## config.mk

```make
export PLATFORM = sky130hd
export DESIGN_NAME = ptc_timer
export DESIGN_NICKNAME = d
export VERILOG_FILES = /design/src/common/ptc_pkg.sv /design/src/ptc_timer.sv
export SDC_FILE = /design/constraint.sdc
export NUM_CORES = 1
export LEC_CHECK = 0
export ABC_AREA = 1
export BUFFER_PORTS_ARGS = -buffer_cell sky130_fd_sc_hd__buf_2
export CORE_MARGIN = 10
export CORE_UTILIZATION = 48
export DETAILED_ROUTE_END_ITERATION = 6
export GPL_ROUTABILITY_DRIVEN = 1
export PLACE_DENSITY = 0.75
export SETUP_SLACK_MARGIN = 0.4
export SYNTH_ARGS = -nofsm -noshare
export SYNTH_HDL_FRONTEND = slang
export SYNTH_SLANG_ARGS = --single-unit
```

## constraint.sdc

```tcl
create_clock -name clk_in -period 1.49 [get_ports clk_in]
set_clock_uncertainty 0.15 [all_clocks]
set_input_delay 0.149 -clock clk_in [delete_from_list [all_inputs] [get_ports clk_in]]
set_output_delay 0.149 -clock clk_in [all_outputs]
set_load 0.005 [all_outputs]
```

## src/common/ptc_pkg.sv

```systemverilog
/*
 Package for the prescaled timer/counter: register offsets, field
 positions, reset values and cycle counts.
 Assumes a single 100 MHz clock and an APB slave with 32-bit data.
*/
package ptc_pkg;
   // ==========================================================
   // Register byte offsets
   localparam logic [7:0] PTC_OFF_CONTROL = 8'h00;
   localparam logic [7:0] PTC_OFF_COUNT_LOW = 8'h04;
   localparam logic [7:0] PTC_OFF_HIGH_BUF = 8'h08;
   localparam logic [7:0] PTC_OFF_IRQ_STATUS = 8'h0C;
   localparam logic [7:0] PTC_OFF_IRQ_MASK = 8'h10;
   // ==========================================================
   // Control register fields
   localparam int PTC_BIT_RUN = 7;
   localparam int PTC_BIT_NARROW = 6;
   localparam int PTC_BIT_SOURCE = 5;
   localparam int PTC_BIT_EDGE = 4;
   localparam int PTC_BIT_BYPASS = 3;
   localparam int PTC_RATIO_MSB = 2;
   localparam int PTC_RATIO_LSB = 0;
   // ==========================================================
   // Reset values
   localparam logic [7:0] PTC_CONTROL_RESET = 8'hFF;
   localparam logic [7:0] PTC_HIGH_BUF_RESET = 8'h00;
   localparam logic [15:0] PTC_COUNT_RESET = 16'h0000;
   localparam logic [7:0] PTC_MASK_RESET = 8'h00;
   // ==========================================================
   // Timing: instruction cycle is four clock periods
   localparam int PTC_CLK_PERIOD_NS = 10;
   localparam int PTC_INSTR_PERIOD_NS = 40;
   localparam int PTC_INSTR_CYCLES = PTC_INSTR_PERIOD_NS / PTC_CLK_PERIOD_NS;
   localparam int PTC_WRITE_INHIBIT_INSTR = 2;
   localparam logic [1:0] PTC_INSTR_LAST = 2'(PTC_INSTR_CYCLES - 1);
   localparam logic [1:0] PTC_INHIBIT_LOAD = 2'(PTC_WRITE_INHIBIT_INSTR);
endpackage : ptc_pkg

```

## src/ptc_timer.sv

```systemverilog
/*
 Prescaled 8/16-bit timer/counter with an APB register slave.
 Assumes the external count pin is asynchronous to clk_in and that
 the APB master follows the standard setup/access sequence.
*/
`timescale 1ns/1ps

module ptc_timer (
   input wire logic clk_in,
   input wire logic rst_b_in,
   input wire logic psel_in,
   input wire logic penable_in,
   input wire logic pwrite_in,
   input wire logic [7:0] paddr_in,
   input wire logic [31:0] pwdata_in,
   input wire logic [3:0] pstrb_in,
   output logic [31:0] prdata_out,
   output logic pready_out,
   output logic pslverr_out,
   input wire logic external_count_pin_in,
   output logic irq_out
);
   // ==========================================================
   // APB decode
   logic [31:0] prdata_q;
   logic pready_q;
   logic pslverr_q;
   logic irq_q;
   wire setup_phase = psel_in && !penable_in;
   // Writes land at the edge that ends the access phase, as the master sees pready
   wire access_phase = psel_in && penable_in && pready_q;
   wire wr_access = access_phase && pwrite_in && pstrb_in[0];
   wire rd_setup = setup_phase && !pwrite_in;
   wire hit_control = paddr_in == ptc_pkg::PTC_OFF_CONTROL;
   wire hit_low = paddr_in == ptc_pkg::PTC_OFF_COUNT_LOW;
   wire hit_high = paddr_in == ptc_pkg::PTC_OFF_HIGH_BUF;
   wire hit_status = paddr_in == ptc_pkg::PTC_OFF_IRQ_STATUS;
   wire hit_mask = paddr_in == ptc_pkg::PTC_OFF_IRQ_MASK;
   wire hit_any = hit_control | hit_low | hit_high | hit_status | hit_mask;
   wire wr_control = wr_access && hit_control;
   wire wr_low = wr_access && hit_low;
   wire wr_high = wr_access && hit_high;
   wire wr_status = wr_access && hit_status;
   wire wr_mask = wr_access && hit_mask;
   wire rd_low = rd_setup && hit_low;
   wire [7:0] wbyte = pwdata_in[7:0];

   // ==========================================================
   // Registers
   logic [7:0] control_q;
   logic [15:0] count_q;
   logic [15:0] count_d;
   logic [7:0] high_buf_q;
   logic overflow_flag_q;
   logic overflow_irq_enable_q;
   logic [7:0] prescale_q;
   logic [1:0] instr_div_q;
   logic [1:0] inhibit_q;
   logic pin_meta_q;
   logic pin_sync_q;
   logic pin_prev_q;

   wire run_enable = control_q[ptc_pkg::PTC_BIT_RUN];
   wire narrow_width_select = control_q[ptc_pkg::PTC_BIT_NARROW];
   wire count_source_select = control_q[ptc_pkg::PTC_BIT_SOURCE];
   wire source_edge_select = control_q[ptc_pkg::PTC_BIT_EDGE];
   wire prescaler_bypass = control_q[ptc_pkg::PTC_BIT_BYPASS];
   wire [2:0] prescale_ratio_select =
      control_q[ptc_pkg::PTC_RATIO_MSB:ptc_pkg::PTC_RATIO_LSB];

   // ==========================================================
   // Clock source selection
   wire instr_tick = instr_div_q == ptc_pkg::PTC_INSTR_LAST;
   wire pin_rise = pin_sync_q && !pin_prev_q;
   wire pin_fall = !pin_sync_q && pin_prev_q;
   wire pin_edge = source_edge_select ? pin_fall : pin_rise;
   wire source_tick = count_source_select ? pin_edge : instr_tick;

   // Prescaler output: ratio 2^(code+1), taken when the low code+1 prescaler bits are all ones
   wire [7:0] prescale_next = prescale_q + 8'h01;
   wire [7:0] ratio_mask = 8'((9'h002 << prescale_ratio_select) - 9'h001);
   wire prescale_tick = source_tick && ((prescale_q & ratio_mask) == ratio_mask);
   wire count_tick = prescaler_bypass ? source_tick : prescale_tick;
   wire inc_allowed = run_enable && (inhibit_q == 2'h0) && !wr_low;
   wire do_inc = inc_allowed && count_tick;
   wire overflow = do_inc && (narrow_width_select ? (count_q[7:0] == 8'hFF)
                                                  : (count_q == 16'hFFFF));

   always_comb begin
      count_d = count_q;
      if (wr_low) begin
         if (narrow_width_select) begin
            count_d = {count_q[15:8], wbyte};
         end else begin
            count_d = {high_buf_q, wbyte};
         end
      end else if (do_inc) begin
         if (narrow_width_select) begin
            count_d = {count_q[15:8], count_q[7:0] + 8'h01};
         end else begin
            count_d = count_q + 16'h0001;
         end
      end
   end

   // ==========================================================
   // Synchroniser for the count pin
   always_ff @(posedge clk_in) begin
      pin_meta_q <= external_count_pin_in;
      pin_sync_q <= pin_meta_q;
      pin_prev_q <= pin_sync_q;
   end

   // ==========================================================
   // Counter, prescaler and inhibit
   always_ff @(posedge clk_in) begin
      if (!rst_b_in) begin
         count_q <= ptc_pkg::PTC_COUNT_RESET;
         prescale_q <= 8'h00;
         instr_div_q <= 2'h0;
         inhibit_q <= 2'h0;
      end else begin
         count_q <= count_d;
         instr_div_q <= instr_div_q + 2'h1;
         if (wr_low) begin
            inhibit_q <= ptc_pkg::PTC_INHIBIT_LOAD;
         end else if (instr_tick && inhibit_q != 2'h0) begin
            inhibit_q <= inhibit_q - 2'h1;
         end
         if (wr_low && !prescaler_bypass) begin
            prescale_q <= 8'h00;
         end else if (run_enable && source_tick && !prescaler_bypass) begin
            prescale_q <= prescale_next;
         end
      end
   end

   // ==========================================================
   // Software registers
   always_ff @(posedge clk_in) begin
      if (!rst_b_in) begin
         control_q <= ptc_pkg::PTC_CONTROL_RESET;
         high_buf_q <= ptc_pkg::PTC_HIGH_BUF_RESET;
         overflow_flag_q <= 1'b0;
         overflow_irq_enable_q <= 1'b0;
      end else begin
         if (wr_control) begin
            control_q <= wbyte;
         end
         if (wr_high) begin
            high_buf_q <= wbyte;
         end else if (rd_low && !narrow_width_select) begin
            high_buf_q <= count_q[15:8];
         end
         if (overflow) begin
            overflow_flag_q <= 1'b1;
         end else if (wr_status && wbyte[0]) begin
            overflow_flag_q <= 1'b0;
         end
         if (wr_mask) begin
            overflow_irq_enable_q <= wbyte[0];
         end
      end
   end

   // ==========================================================
   // APB answer and interrupt
   wire [7:0] rd_byte =
      hit_control ? control_q :
      hit_low ? count_q[7:0] :
      hit_high ? high_buf_q :
      hit_status ? {7'h00, overflow_flag_q} :
      hit_mask ? {7'h00, overflow_irq_enable_q} : 8'h00;

   always_ff @(posedge clk_in) begin
      if (!rst_b_in) begin
         prdata_q <= 32'h0000_0000;
         pready_q <= 1'b0;
         pslverr_q <= 1'b0;
         irq_q <= 1'b0;
      end else begin
         pready_q <= setup_phase;
         pslverr_q <= setup_phase && !hit_any;
         if (rd_setup) begin
            prdata_q <= {24'h000000, rd_byte};
         end
         irq_q <= overflow_flag_q && overflow_irq_enable_q;
      end
   end

   assign prdata_out = prdata_q;
   assign pready_out = pready_q;
   assign pslverr_out = pslverr_q;
   assign irq_out = irq_q;
endmodule : ptc_timer

```

==> metrics.md <==
| Metric | Value |
|---|---|
| Reg2Reg Capture Point | `count_q[12]` |
| Register area share after synthesis | `34.9%` |
| Area leader, netlist | `dfxtp_1` |
| Pleak | `2.55 nW` |
| Fin nets | `707` |
| CTS tree | `done` |
| Final WS setup | `-347 ps` |
| Post-DP HPWL | `7800 um` |
| Status | `finished with violations` |
| Top cell type's share of synthesized area | `34.9%` |
| Synth top cells by count | `127 x nand2_1, 60 x dfxtp_1, 57 x inv_1` |
| HP Class | `in2reg` |
| Fin. Hold Viols | `0` |
| Crit path DAT | `1940 ps` |
| Final period util | `123%` |
| Tmin final | `1840 ps` |
| MaxCap Viol Count | `0` |
| Yosys reg bits | `60` |
| Worst vdd ir | `0.000679 V` |
| Dpl ws | `-211 ps` |
| Die Area | `0.0110 sq mm` |
| Worst path slowest cell | `dfxtp_1` |
| Htree depth | `3` |
| Number of fill cells | `355` |
| CTS Buf Count | `9` |
| Crit-path cells | `inv_1, nor3_4, buf_4, nand4_1, nand3_1, nand2_1, nor2_1, nor2_1` |
| Crit start category | `flop` |
| Top post-synthesis cells by area | `dfxtp_1 35%, nand2_1 14%, inv_1 6.2%` |
| Bufs on Longest Clock Path | `2` |
| Die H | `105 um` |
| Number of inserted diodes | `0` |
| PD cells | `662 mW/mm^2` |
| Die X | `105 um` |
| Worst Path Required | `1590 ps` |
| RSZ-0062 raised after global routing | `yes` |
| Yosys warns | `0` |
| Largest fanout on the critical path | `4` |
| Critical path's most frequent cell | `nor2_1` |
| Reg-to-Reg Start | `count_q[7]` |
| Worst hold stages | `4` |
| Clock Latency Late Sink | `370 ps` |
| Cell variety after synth | `35` |
| Most used DFF post-synth | `dfxtp_1` |
| Initial DRC Count | `565` |
| Final-report max-slew violation count | `0` |
| Crit path from | `count_q[7]` |
| Ys async rst share | `0%` |
| DRC viols | `0` |
| Drt pass-1 iters | `5` |
| EDFF count, synth | `0` |
| Seq. cell area | `0.00125 sq mm` |
| Gpl congestion | `0.908` |
| Footprint of the multi-input gates | `0.00260 sq mm` |
| Final Hold Slack | `74.6 ps` |
| I/O Pins | `85` |
| Worst-case reg-to-reg path depth | `8` |
| Critical path depth | `8` |
| Worst path max stage delay | `380 ps` |
| Avg Vias per Cell | `6.00` |
| Post-synthesis cell area | `0.00344 sq mm` |
| CTS clk-pin slew, worst paths | `90 ps` |
| Max Fclk | `544 MHz` |
| Antenna Violating Nets Remaining | `0` |
| Post-synthesis cell count | `511` |
| Critical Path End | `count_q[12]` |
| Layout cell share with drive strength beyond 1 | `53.8%` |
| Vias in the first global route | `4270` |
| Family with the most delay on the worst path | `simple AND/OR/NAND/NOR gates` |
| CP Class | `reg2reg` |
| Placed inst area | `0.00417 sq mm` |
| Worst setup EP type | `flop` |
| CTS root buf | `clkbuf_8` |
| Design area | `0.00571 sq mm` |
| Violated checks | `setup timing` |
| Area grow syn2layout | `65.8%` |
| Clock sink count | `60` |
| Initial antenna violation count | `0` |
| Crit path buffers/inverters | `2` |
| DR WL/cell | `20.9 um` |
| IO buf count | `33` |
| Largest net degree at the start of global routing | `20` |
| R2r setup slk | `-350 ps` |
| All-Layer GR Usage | `21.6%` |
| Mean Syn Cell Area | `6.74 sq um` |
| CORE AREA | `0.00687 sq mm` |
| Via count | `4526` |
| Most frequent cell after synthesis | `nand2_1` |
| GR Overflow Total | `0` |
| Site row count | `30` |
| Final setup fails | `24` |
| Routed wire length | `15700 um` |
| First-pass GRT wire length | `19600 um` |
| Initial Utilization | `50.1%` |
==> per-stage QoR <==
stage	std cells	TNS [ps]	util [%]	power [mW]
after CTS	744	-869	75.4	3.65
after global placement	700	-3200	60.7	1.92
after detailed placement	700	-4100	60.7	1.92
after global routing	754	-5490	83.1	3.86
after floorplan	534	-169	-	1.84
final	754	-3740	83.1	3.78
==> worst min-delay path, cell delays in order <==
cell,delay [ps]
buf_2,110
nand2_1,110
buf_4,140
nor2_1,30
==> layer usage <==
| metal | part of all wire, % | global-route usage [%] | up-vias | routed length, um |
|---|---|---|---|---|
| met1 | 34 | 22.0 | 2101 | 5330 |
| met2 | 47 | 38.4 | 377 | 7450 |
| met4 | 8.2 | 12.2 | 0 | 1290 |
| li1 | - | - | 1902 | - |
| met5 | 0 | 0 | - | 0 |
| met3 | 10 | 6.63 | 146 | 1650 |
==> cell type report <==
| type | count | area share (%) |
|---|---|---|
| Multi-Input combinational cell | 377 | 45.5 |
| Tap cell | 96 | 2.10 |
| Clock inverter | 6 | 1.53 |
| Sequential cell | 60 | 21.8 |
| Inverter | 63 | 4.54 |
| Timing Repair Buffer | 142 | 22.1 |
| Clock buffer | 10 | 2.41 |
==> cell usage in the layout (no fill, tap or decap), types with 24 or more instances in the layout <==
cell     Yosys  layout
inv_1       57      42
nand2_2      1      30
nor2_1      49      38
dfxtp_1     60      30
nand2_1    127      85
dfxtp_2      0      27
buf_6        4      32
conb_1       1      24
buf_4       25      71
==> how the worst min path moves through the flow <==
stage / from / endpoint / slack (ps)
final: psel_in / pready_out / 70
after global routing: psel_in / pready_out / 80
after CTS: psel_in / pready_out / 20
after detailed placement: external_count_pin_in / pin_meta_q / 100
after global placement: external_count_pin_in / pin_meta_q / 100
after floorplan: external_count_pin_in / pin_meta_q / 30
==> kinds of logic after synthesis <==
logic type                 synth area share, %
and+or+nand+nor                           32.5
buffers and inverters                     14.8
AOI/OAI and AO/OA                         15.2
DFF                                       34.9
xor gates and xnor gates                  1.02
adders and majority gates                 1.45
other                                    0.109
==> flip-flops by register name (all words and copies together), names as in the netlist <==
name,count
prdata_out,8
pin_sync_q,1
count_q,16
high_buf_q,8
prescale_q,8
pin_prev_q,1
irq_out,1
pready_out,1
control_q,8
pslverr_out,1
instr_div_q,2
pin_meta_q,1
overflow_flag_q,1
overflow_irq_enable_q,1
inhibit_q,2
==> report_power, final <==
group / switching [mW] / internal (mW)
logic: 0.220 / 0.179
registers: 0.0222 / 1.63
clock network: 0.745 / 0.984
==> timing repair <==
| item | 4_1_cts | 5_1_grt |
|---|---|---|
| cloned | 2 | 2 |
| hold buffers | 11 | 0 |
| pin swaps | 46 | 45 |
| setup endpoints to repair | 59 | 62 |
| buffers inserted | 15 | 8 |
| gates resized for setup | 161 | 120 |
| hold endpoints to repair | 17 | 0 |
No activity file was read; power rests on OpenSTA's default activity.
